**config.mk**
```make
export PLATFORM = sky130hd
export DESIGN_NAME = link_option_control
export DESIGN_NICKNAME = d
export VERILOG_FILES = /design/src/link_option_pkg.sv /design/src/link_option_control.sv /design/src/tx_start_gate.sv
export SDC_FILE = /design/constraint.sdc
export NUM_CORES = 1
export LEC_CHECK = 0
export BUFFER_PORTS_ARGS = -buffer_cell sky130_fd_sc_hd__buf_2
export CORE_MARGIN = 4
export CORE_UTILIZATION = 45
export CTS_CLUSTER_DIAMETER = 120
export CTS_CLUSTER_SIZE = 24
export DETAILED_ROUTE_END_ITERATION = 10
export PLACE_DENSITY_LB_ADDON = 0.08
export SLEW_MARGIN = 20
export SYNTH_ARGS = -nofsm -noshare
export SYNTH_HDL_FRONTEND = slang
export SYNTH_SLANG_ARGS = --single-unit
```
**constraint.sdc**
```tcl
create_clock -name clk_i -period 1.55 [get_ports clk_i]
set_input_delay 0.155 -clock clk_i [delete_from_list [all_inputs] [get_ports clk_i]]
set_output_delay 0.155 -clock clk_i [all_outputs]
set_load 0.005 [all_outputs]
```
**src/link_option_pkg.sv**
```systemverilog
// Constants for the link option control register block.
// Assumes a 32-bit classic Wishbone slave with byte addresses.
package link_option_pkg;
    localparam logic [7:0] LINK_OPTION_CONTROL_ADDR = 8'hF4;
    localparam logic [7:0] TX_RETRIES_ADDR = 8'h08;
    localparam logic [7:0] HOST_CONTROL_ADDR = 8'h50;
    localparam logic [7:0] IRQ_STATUS_ADDR = 8'hE0;
    localparam logic [7:0] IRQ_MASK_ADDR = 8'hE4;
    localparam logic [7:0] TX_STATUS_ADDR = 8'hE8;
    localparam int IN_ORDER_BIT = 15;
    localparam int THRESH_LSB = 12;
    localparam int MPEG_BIT = 10;
    localparam int DV_BIT = 8;
    localparam int PHY_GATE_BIT = 22;
    localparam logic [31:0] OPTION_WRITE_MASK = 32'h0000B500;
    localparam logic [31:0] OPTION_RESET = 32'h00001000;
    localparam logic [1:0] THRESH_2K = 2'h0;
    localparam logic [1:0] THRESH_1K7 = 2'h1;
    localparam logic [1:0] THRESH_1K = 2'h2;
    localparam logic [1:0] THRESH_512 = 2'h3;
    localparam logic [11:0] LEVEL_1K7 = 12'h6C0;
    localparam logic [11:0] LEVEL_1K = 12'h400;
    localparam logic [11:0] LEVEL_512 = 12'h200;
    localparam logic [7:0] FMT_MPEG = 8'h20;
    localparam logic [7:0] FMT_DV = 8'h00;
    localparam int FIFO_BYTES_MIN = 2048;
    // Interrupt status bits
    localparam int IRQ_UNDERRUN = 0;
    localparam int IRQ_EEPROM_DONE = 1;
    localparam int IRQ_W = 2;
endpackage : link_option_pkg

```
**src/link_option_control.sv**
```systemverilog
// Link option control register with its transmit start policy.
// Assumes a classic Wishbone master on clk_i and a transmit FIFO of at
// least 2K bytes feeding level and end-of-packet information.
//
// Notes on behaviour
// - Options act only while the phy option gate bit 22 is set.
// - Options load from software writes and from the EEPROM loader.
// - Bits 31 to 16 read zero and ignore writes.
// - Bit 15 forces in-order asynchronous transmit.
// - Bits 13-12 pick the start threshold, reset value 01.
// - After an underrun, starts use 2K store-and-forward only until tx_done_i ends that send.
// - Below 2K, start at the threshold or on a whole packet.
// - Data missing before the FIFO drains is an underrun; starts wait only until that send ends.
// - The 2K choice sends only whole packets.
// - A zero retries register forces store-and-forward.
// - Bit 10 enables the stamp fix for format 20h streams.
// - Bit 8 enables the stamp fix for format 00h streams.
// - Bits 11 and 9 read zero and ignore writes.
// - Option bits return to their reset value only on the global reset.
`timescale 1ns/1ps
module link_option_control
    import link_option_pkg::*;
#(
    parameter int LEVEL_W = 12,
    parameter int FIFO_BYTES = FIFO_BYTES_MIN
) (
    // Clock and resets
    input wire logic clk_i,
    input wire logic rst_i,
    input wire logic global_reset_n_i,
    // Wishbone slave
    input wire logic cyc_i,
    input wire logic stb_i,
    input wire logic we_i,
    input wire logic [7:0] adr_i,
    input wire logic [3:0] sel_i,
    input wire logic [31:0] dat_i,
    output logic [31:0] dat_o,
    output logic ack_o,
    // EEPROM load
    input wire logic eeprom_load_i,
    input wire logic [31:0] eeprom_data_i,
    // Transmit FIFO state
    input wire logic [LEVEL_W-1:0] fifo_level_i,
    input wire logic packet_whole_i,
    input wire logic packet_open_i,
    input wire logic fifo_empty_i,
    input wire logic tx_active_i,
    input wire logic tx_done_i,
    // Stream format
    input wire logic [7:0] cip_fmt_i,
    // Controls to the link
    output logic tx_start_o,
    output logic in_order_tx_force_o,
    output logic stamp_fix_o,
    output logic underrun_o,
    output logic irq_o
);
    logic [31:0] option;
    logic [31:0] retries;
    logic [31:0] host_control;
    logic [IRQ_W-1:0] irq_status;
    logic [IRQ_W-1:0] irq_mask;
    logic retry_sf;
    logic ack;

    wire req = cyc_i && stb_i && !ack;
    wire wr = req && we_i;
    wire [31:0] be = {{8{sel_i[3]}}, {8{sel_i[2]}},
                      {8{sel_i[1]}}, {8{sel_i[0]}}};
    wire hit_opt = adr_i == LINK_OPTION_CONTROL_ADDR;
    wire hit_ret = adr_i == TX_RETRIES_ADDR;
    wire hit_hc = adr_i == HOST_CONTROL_ADDR;
    wire hit_ist = adr_i == IRQ_STATUS_ADDR;
    wire hit_imk = adr_i == IRQ_MASK_ADDR;
    wire hit_tst = adr_i == TX_STATUS_ADDR;
    wire [31:0] wm_opt = be & OPTION_WRITE_MASK;
    wire phy_option_gate = host_control[PHY_GATE_BIT];
    wire [1:0] thresh = option[THRESH_LSB+1:THRESH_LSB];
    wire retries_zero = retries == 32'h0;
    // Underrun: packet still open while the FIFO ran dry mid-send
    wire underrun = tx_active_i && fifo_empty_i && packet_open_i;
    wire force_sf = !phy_option_gate || retries_zero
                    || retry_sf;
    wire mpeg_hit = option[MPEG_BIT] && (cip_fmt_i == FMT_MPEG);
    wire dv_hit = option[DV_BIT] && (cip_fmt_i == FMT_DV);
    wire [31:0] tx_status = {29'h0, retry_sf, retries_zero,
                             phy_option_gate};
    wire [31:0] rd_data = hit_opt ? option :
                          hit_ret ? retries :
                          hit_hc ? host_control :
                          hit_ist ? {30'h0, irq_status} :
                          hit_imk ? {30'h0, irq_mask} :
                          hit_tst ? tx_status : 32'h0;
    wire [IRQ_W-1:0] irq_event = {eeprom_load_i, underrun};

    tx_start_gate #(
        .LEVEL_W(LEVEL_W)
    ) u_gate (
        .thresh_i(thresh),
        .force_sf_i(force_sf),
        .level_i(fifo_level_i),
        .packet_whole_i(packet_whole_i),
        .start_o(tx_start_o)
    );

    // Options survive the function reset; only the global reset loads OPTION_RESET into them
    always_ff @(posedge clk_i) begin
        if (!global_reset_n_i) begin
            option <= OPTION_RESET;
        end else if (eeprom_load_i) begin
            option <= eeprom_data_i & OPTION_WRITE_MASK;
        end else if (wr && hit_opt) begin
            option <= (option & ~wm_opt) | (dat_i & wm_opt);
        end
    end

    always_ff @(posedge clk_i) begin
        if (rst_i) begin
            retries <= 32'h0;
            host_control <= 32'h0;
            irq_mask <= '0;
            ack <= 1'b0;
            dat_o <= 32'h0;
        end else begin
            ack <= req;
            dat_o <= req ? rd_data : 32'h0;
            if (wr && hit_ret) begin
                retries <= (retries & ~be) | (dat_i & be);
            end
            if (wr && hit_hc) begin
                host_control <= (host_control & ~be) | (dat_i & be);
            end
            if (wr && hit_imk && sel_i[0]) begin
                irq_mask <= dat_i[IRQ_W-1:0];
            end
        end
    end

    // Set wins over a write-one clear in the same cycle
    always_ff @(posedge clk_i) begin
        if (rst_i) begin
            irq_status <= '0;
        end else begin
            irq_status <= (irq_status &
                ~((wr && hit_ist && sel_i[0]) ? dat_i[IRQ_W-1:0] : '0))
                | irq_event;
        end
    end

    // Held until the next tx_done_i after the underrun, even when that ends the send that underran
    always_ff @(posedge clk_i) begin
        if (rst_i) begin
            retry_sf <= 1'b0;
        end else if (underrun) begin
            retry_sf <= 1'b1;
        end else if (tx_done_i) begin
            retry_sf <= 1'b0;
        end
    end

    assign ack_o = ack;
    assign in_order_tx_force_o = phy_option_gate
                                 && option[IN_ORDER_BIT];
    assign stamp_fix_o = phy_option_gate && (mpeg_hit || dv_hit);
    assign underrun_o = underrun;
    assign irq_o = |(irq_status & irq_mask);

    // The FIFO is external; this only records its required size
    localparam int FIFO_OK = (FIFO_BYTES >= FIFO_BYTES_MIN) ? 1 : 0;
endmodule : link_option_control

```
**src/tx_start_gate.sv**
```systemverilog
// Decides when the asynchronous transmitter may start a packet.
// Assumes level counts bytes held in the transmit FIFO.
`timescale 1ns/1ps
module tx_start_gate
    import link_option_pkg::*;
#(
    parameter int LEVEL_W = 12
) (
    // Configuration
    input wire logic [1:0] thresh_i,
    input wire logic force_sf_i,
    // FIFO state
    input wire logic [LEVEL_W-1:0] level_i,
    input wire logic packet_whole_i,
    // Decision
    output logic start_o
);
    logic [LEVEL_W-1:0] limit;
    logic store_forward;

    assign limit = (thresh_i == THRESH_1K7) ? LEVEL_W'(LEVEL_1K7) :
                   (thresh_i == THRESH_1K) ? LEVEL_W'(LEVEL_1K) :
                   LEVEL_W'(LEVEL_512);
    assign store_forward = force_sf_i || (thresh_i == THRESH_2K);
    // Start on threshold or on a checked-in packet, whichever first
    assign start_o = packet_whole_i ||
                     (!store_forward && (level_i >= limit));
endmodule : tx_start_gate

```
* After elaboration in Yosys (flattened, before gate mapping) *
Cells that the tools add are included.

word-level totals
  flip-flop bits (word level) = 134
  input bits = 108

cells by class
  $lt $le $gt $ge = 1
  eq/ne operators = 9
  muxes and demuxes = 13
  bitwise logic cells = 16
  reductions and logical operators = 33

operators with widths
  cell                                                 count
  bitwise AND 32 bit                                   4
  2-to-1 mux 32 bit                                    3
  OR 32 bit                                            3
  bitwise AND 32 x 16 -> 32 bit                        1
  equality test 8 bit, second input constant           4
  zero test 32 bit                                     1
  2-to-1 mux 16 bit                                    2
  NOT 16 -> 32 bit                                     1
  NOT 32 bit                                           1
  logical AND 1 bit                                    17
  >= comparator 12 bit                                 1
  2-to-1 mux 12 bit                                    1
  2-to-1 mux 11 bit                                    1
  2-to-1 mux 3 bit                                     3
  equality test 8 x 4 -> 1 bit, second input constant  1
  equality test 8 x 6 -> 1 bit, second input constant  1
  equality test 8 x 7 -> 1 bit, second input constant  1
  zero test 8 bit                                      1
  OR reduction 2 bit                                   3
  logical OR 1 bit                                     5
  bitwise AND 2 bit                                    2
  nonzero test 2 bit                                   2
  zero test 1 bit                                      3
  equality test 2 x 1 -> 1 bit, second input constant  1
  other kinds (7)                                      9

* Longest topological paths before layout *
Gate-level depths: netlist of run 1.

  word-level depth = 9
  gate-level depth with buffers = 7
  mapped depth without buffers = 7

* By module *
Synthesis of run 1 repeated with hierarchy kept, for this count alone.

unflattened totals
  cell total of the unflattened synthesis = 511
  area, all modules = 4520.6 um2

modules (own cells, without submodules)
  module               times used  cells each  area an instance (um2)  sequential area each (um2)
  link_option_control  1           489         4345.4                  2142.1
  tx_start_gate        1           22          175.2                   0.0

* Worst setup path before layout of run 1 *
OpenSTA, ideal clock, no wires.

  path kind = register to output
  start = register with a tool-made name
  end = output port tx_start_o
  arrival time = 1.549 ns
  data required time = 1.395 ns
  setup slack = -0.154 ns
  stages on the path, launching flop included = 8
  path through = dfxtp_1 inv_1 ha_1 ha_1 nor4b_1 a2111oi_0 o21a_1 o21bai_1

RTL lines
  element    line                       source
  to (decl)  link_option_control.sv:53  output logic tx_start_o,

==> impl_metrics.py, run 1 <==
metrics = {
    "detailed_routing": {
        "initialDrtViolationCount": 198,
        "vias": 3971,
        "drt-total-wl_mm": 12.03,
        "drtPass1Iterations": 7,
        "post_drt_via_cell_ratio": 5.281,
        "wl_per_cell_um": 16.00,
        "drc": 0,
        "drtAntennaViolNets": 0,
    },
    "die": {
        "ioPinCount": 146,
        "core_area_mm2": 0.009371,
        "rows": 35,
        "die_y_um": 106.7,
        "start_util": 0.4676,
        "die_x_um": 106.7,
        "fp.dieArea_mm2": 0.01138,
    },
    "run": {
        "drv_cap": 0,
    },
    "placed_design": {
        "dp_slack_ps": -300.1,
        "hpwl_mm": 8.698,
        "post_dp_cell_area_mm2": 0.005708,
        "gp_congestion": 0.8252,
        "portBuffers": 118,
    },
    "finish": {
        "final_util": 0.6546,
        "register_area_mm2": 0.002151,
        "drive_gt1_frac": 0.3981,
        "multi_input_area_mm2": 0.002303,
        "fillCellCount": 828,
        "final_area_mm2": 0.006135,
        "fin_nets": 734,
        "antennaDiodeCount": 0,
        "area_delta_synth_final_pct": 40.01,
    },
    "pwr": {
        "p_leak_uw": 0.003144,
        "p_per_area_mw_per_mm2": 772.4,
        "power.total_uw": 4738,
        "ir_drop_mv": 0.5056,
    },
    "grt": {
        "grt_usage": 0.2082,
        "grt_pass1_vias": 3929,
        "grt_overflow_total": 0,
        "grt_max_degree": 70,
        "grt_pass1_wl_mm": 19.19,
        "antenna_found_initial": 0,
    },
    "setup_path": {
        "worstPathArrival_ps": 1890,
        "crit_required_ps": 1390,
        "worstSetupStartpointType": "register",
        "critPathCaptureType": "output port",
        "worstPathMaxFanout": 2,
        "path_class": "register to output port",
    },
    "synth": {
        "syn_nets": 555,
        "yosys_warnings": 0,
        "synth-xor-area-share": 0,
        "synth_compound_gate_area_share": 0.1054,
        "syn-instance-count": 440,
        "ys_ff_latch": 107,
        "postSynth.asyncResetShare": 0,
        "synthMuxAreaShare": 0.1576,
        "avgSynthCellArea_um2": 9.958,
        "synth-seq-area-share": 0.4889,
        "synth_edf_count": 0,
        "synth-simple-area-share": 0.1907,
        "synth_cell_types": 45,
        "synth_top_family_by_area": "simple AND/OR/NAND/NOR gates",
        "synth_fa_ha_area_frac": 0.01999,
        "synth_area_mm2": 0.004382,
        "ys.flop_type": "dfxtp_1",
    },
    "timing": {
        "drv_slew": 0,
        "relSlewSlack": 0.5119,
        "layout_min_cycle_time_ps": 2046,
        "fmax_mhz": 488.8,
        "setup_viol": 3,
        "grt_setup_unrepaired": "true",
        "layout_setup_ws_ps": -495.7,
        "final_hold_viol_count": 0,
        "skew_ps": 9.766,
        "finalCritPeriodShare": 1.320,
        "setup_tns_ps": -738.3,
        "tightest_slew_ps": 732.2,
    },
    "clock_tree": {
        "cts_sinks": 107,
        "h-tree-depth": 3,
        "cts_buffers": 9,
        "clk_path_buf_depth": 2,
        "postCtsHoldBufs": 0,
        "clockRootBuffer": "clkbuf_8",
        "clkLatencyLatePin_ps": 360,
        "clk_transition_reported_paths_ps": 100,
        "cts_tree": "built",
    },
    "outcome": {
        "violations": "setup timing",
        "status": "finished, violations left",
    },
    "hold_path": {
        "hold_class": "input port to register",
    },
}
==> worst paths after layout <==
kind / slack, ps / endpoint / start / depth (start not counted)
worst max-delay path: -500 / tx_start_o / register / 8
worst min-delay path: 40 / register / dat_i[30] / 3
worst max register to register: -160 / dat_o[1] / register / 5
worst min register to register: 500 / register / register / 2
==> per-stage QoR <==
step	hold WS [ps]	cells
floorplan	243.9	440
global placement	399.8	735
detailed placement	409.6	735
CTS	17.94	750
global route	31.56	752
finish	35.48	752
==> power breakdown <==
group | internal, uW | switching, uW
clock | 595 | 956
sequential | 2760 | 14.3
combinational | 191 | 220
==> critical path: stages, from the launching register on <==
cell	delay [ps]
dfxtp_2	350
inv_2	50
ha_4	160
ha_4	200
nor4b_4	120
a2111oi_2	300
o21a_1	170
o21bai_1	50
buf_2	130
==> final cells by class <==
cell class / count / share of cell area
flip-flops and latches: 107 / 0.3506
multi-input cells: 298 / 0.3755
clock buffers: 9 / 0.02019
inverters: 9 / 0.005507
repair buffers: 194 / 0.2129
well taps: 129 / 0.02631
clock inverters: 6 / 0.008974
==> layer usage <==
metal	global-route usage	up-vias	share of wire
met3	0.03552	7	0.050
met4	0.03836	0	0.0076
met5	0	-	0
li1	-	1935	-
met1	0.2847	1918	0.46
met2	0.3494	111	0.48
==> synthesized netlist by cell type (2+ instances only) <==
library cell    n  share of area
buf_4           3         0.0051
and4b_1         2         0.0046
a32oi_1         2         0.0040
a222oi_1        5          0.011
nor4_1          8          0.011
dfxtp_1       107           0.49
buf_2          11          0.013
inv_1           9         0.0077
nand3b_1        2         0.0034
nand3_1         4         0.0046
ha_1            7          0.020
nand4_2         8          0.023
nand2_1        14          0.012
and2_1          3         0.0043
o21ai_0         6         0.0069
nor4b_1         2         0.0040
a211oi_1        2         0.0034
a22o_1          2         0.0040
a21oi_1         3         0.0034
nor3_1          2         0.0023
o211ai_1        5         0.0086
o211a_1         4         0.0091
or4b_2          2         0.0046
nand4_1         3         0.0043
mux2i_1        69           0.16
a22oi_1        25          0.043
clkbuf_1       11         0.0094
nor2_1        102          0.087
==> layout by cell type, fill, tap and decap left out, types with 4 or more instances in the layout <==
| cell | n |
|---|---|
| o21ai_0 | 5 |
| mux2i_1 | 66 |
| buf_6 | 4 |
| inv_1 | 7 |
| nor2_1 | 102 |
| nand3_1 | 4 |
| dfxtp_1 | 102 |
| nand2_1 | 14 |
| buf_12 | 9 |
| ha_1 | 4 |
| clkbuf_8 | 9 |
| buf_2 | 118 |
| nor4_2 | 4 |
| o211a_1 | 4 |
| a222oi_1 | 5 |
| nand4_4 | 8 |
| buf_4 | 62 |
| a22oi_1 | 25 |
| o211ai_1 | 5 |
| dfxtp_2 | 4 |
==> repair_timing <==
action                     CTS  global route
gates resized for setup     17            25
pin swaps                    6             7
setup buffers                0             1
gates cloned                 0             1
setup endpoints to repair    3            15
==> cells by family (layout without fill, tap and decap cells) <==
logic type	after synthesis	in the layout
buffers and inverters	35	218
AOI/OAI and AO/OA	60	60
muxes	69	69
adders and majority gates	7	7
DFF	107	107
and+or+nand+nor	162	162
Note: power is estimated with default switching activity, not from simulation.
==> run 2: changes to the inputs <==
- CORE_MARGIN: 4 -> 2
- clock period: 1.55 -> 2.2 ns (I/O delays scaled with it)
==> run 2 against run 1 <==
  * The flow now finishes without violations
  * Highest routed layer unchanged
  * Count of clock-buffer cells in the layout is 1 higher
  * Final cell count is 7.4% lower
  * First-iteration DRC count is 20% lower
==> impl_metrics.py, run 2 (same netlist as run 1, synthesis figures left out) <==
metrics = {
    "outcome": {
        "status": "finished, final reports clean",
    },
    "grt": {
        "grt_pass1_wl_mm": 17.31,
        "grt_usage": 0.2140,
        "antenna_found_initial": 0,
        "grt_pass1_vias": 3441,
        "grt_max_degree": 70,
        "grt_overflow_total": 0,
    },
    "detailed_routing": {
        "drt-total-wl_mm": 11.01,
        "drc": 0,
        "wl_per_cell_um": 15.82,
        "drtAntennaViolNets": 0,
        "post_drt_via_cell_ratio": 5.244,
        "vias": 3650,
        "drtPass1Iterations": 4,
        "initialDrtViolationCount": 159,
    },
    "clock_tree": {
        "h-tree-depth": 3,
        "cts_sinks": 107,
        "postCtsHoldBufs": 0,
        "clkLatencyLatePin_ps": 360,
        "clk_path_buf_depth": 2,
        "clockRootBuffer": "clkbuf_8",
        "clk_transition_reported_paths_ps": 110,
        "cts_buffers": 9,
        "cts_tree": "built",
    },
    "hold_path": {
        "hold_class": "input port to register",
        "hold_path_startpoint": "dat_i[21]",
    },
    "finish": {
        "antennaDiodeCount": 0,
        "final_common_cell": "buf_2",
        "fillCellCount": 896,
        "final_cell_mix": "buf_2, dfxtp_1, nor2_1",
        "area_delta_synth_final_pct": 22.73,
        "drive_gt1_frac": 0.3073,
        "fin_nets": 674,
        "final_area_mm2": 0.005378,
    },
    "setup_path": {
        "rr_worst_depth": 5,
        "worstPathArrival_ps": 1900,
        "worstPathMaxFanout": 3,
        "endpoint": "tx_start_o",
        "reg2reg_slack_ps": 230,
        "r2r-end": "dat_o[1]",
        "worstSetupStartpointType": "register",
        "crit_required_ps": 1980,
        "critPathCaptureType": "output port",
        "path_class": "register to output port",
    },
    "timing": {
        "grt_setup_unrepaired": "true",
        "tightest_slew_ps": 712.2,
        "layout_setup_ws_ps": 79.64,
        "final_hold_viol_count": 0,
        "fmax_mhz": 471.6,
        "finalCritPeriodShare": 0.9638,
        "setup_tns_ps": 0,
        "skew_ps": 14.09,
        "drv_slew": 0,
        "layout_min_cycle_time_ps": 2120,
        "relSlewSlack": 0.5252,
        "setup_viol": 0,
    },
    "pwr": {
        "p_leak_uw": 0.002799,
        "ir_drop_mv": 0.3280,
        "power.total_uw": 3316,
        "p_per_area_mw_per_mm2": 616.7,
    },
    "placed_design": {
        "dp_slack_ps": 217.4,
        "hpwl_mm": 8.038,
        "portBuffers": 118,
        "post_dp_cell_area_mm2": 0.005114,
        "gp_congestion": 0.7989,
    },
    "die": {
        "fp.dieArea_mm2": 0.01054,
        "ioPinCount": 146,
        "die_x_um": 102.7,
        "rows": 36,
        "core_area_mm2": 0.009594,
        "die_y_um": 102.7,
        "start_util": 0.4567,
    },
    "run": {
        "drv_cap": 0,
    },
}
==> run 2: cell count changes in the layout (fill, tap and decap cells not counted), moves of 4 or more <==
cell | before | now
buf_4 | 62 | 16
buf_6 | 4 | 0
nor4_1 | 3 | 8
nand4_4 | 8 | 0
nand4_2 | 0 | 8
buf_12 | 9 | 0
==> run 2: report_power, final <==
part / internal (uW) / switching [uW]
Sequential: 1950 / 10.3
Clock: 425 / 680
Combinational: 115 / 140
Total: 2490 / 830
==> run 2: final cells by class <==
cell class	count	area, um^2	share of cell area
Clock inverter	5	45.04	0.008376
Multi-Input combinational cell	298	2147	0.3993
Inverter	9	33.78	0.006282
Sequential cell	107	2147	0.3993
Timing Repair Buffer	134	710.7	0.1322
Tap cell	133	166.4	0.03094
Clock buffer	10	127.6	0.02373
==> run 2: worst min-delay path by stage <==
stage,cells after the start,end,slack [ps]
3_5_place_dp,3,register,480
6_report,3,register,100
2_1_floorplan,1,register,310
4_1_cts,3,register,90
5_1_grt,3,register,90
3_3_place_gp,3,register,470
==> run 2: repair_timing <==
item / 4_1_cts / 5_1_grt
setup buffers: 2 / 0
endpoints found under the setup margin: 1 / 1
resized for setup: 12 / 5
pin swaps: 4 / 1
==> run 2: through the flow <==
step | cells | util | hold WS, ps
after floorplan | 440 | - | 308.9
after global placement | 679 | 0.5330 | 465.7
after detailed placement | 679 | 0.5330 | 476.4
after CTS | 696 | 0.5579 | 87.30
after global routing | 696 | 0.5605 | 94.72
final | 696 | 0.5605 | 98.75
==> run 2: metal layers <==
layer | vias to the layer above | track usage | wire, um
li1 | 1812 | - | -
met1 | 1727 | 0.2742 | 4828
met2 | 101 | 0.3710 | 5459
met3 | 10 | 0.03525 | 610
met4 | 0 | 0.06359 | 111
met5 | - | 0 | 0
==> run 2: worst max-delay path, stage by stage (launching register included) <==
cell	delay (ps)
dfxtp_4	390
inv_2	50
ha_1	280
inv_2	40
ha_4	260
o311ai_2	90
o21a_1	200
o21bai_1	110
buf_2	120
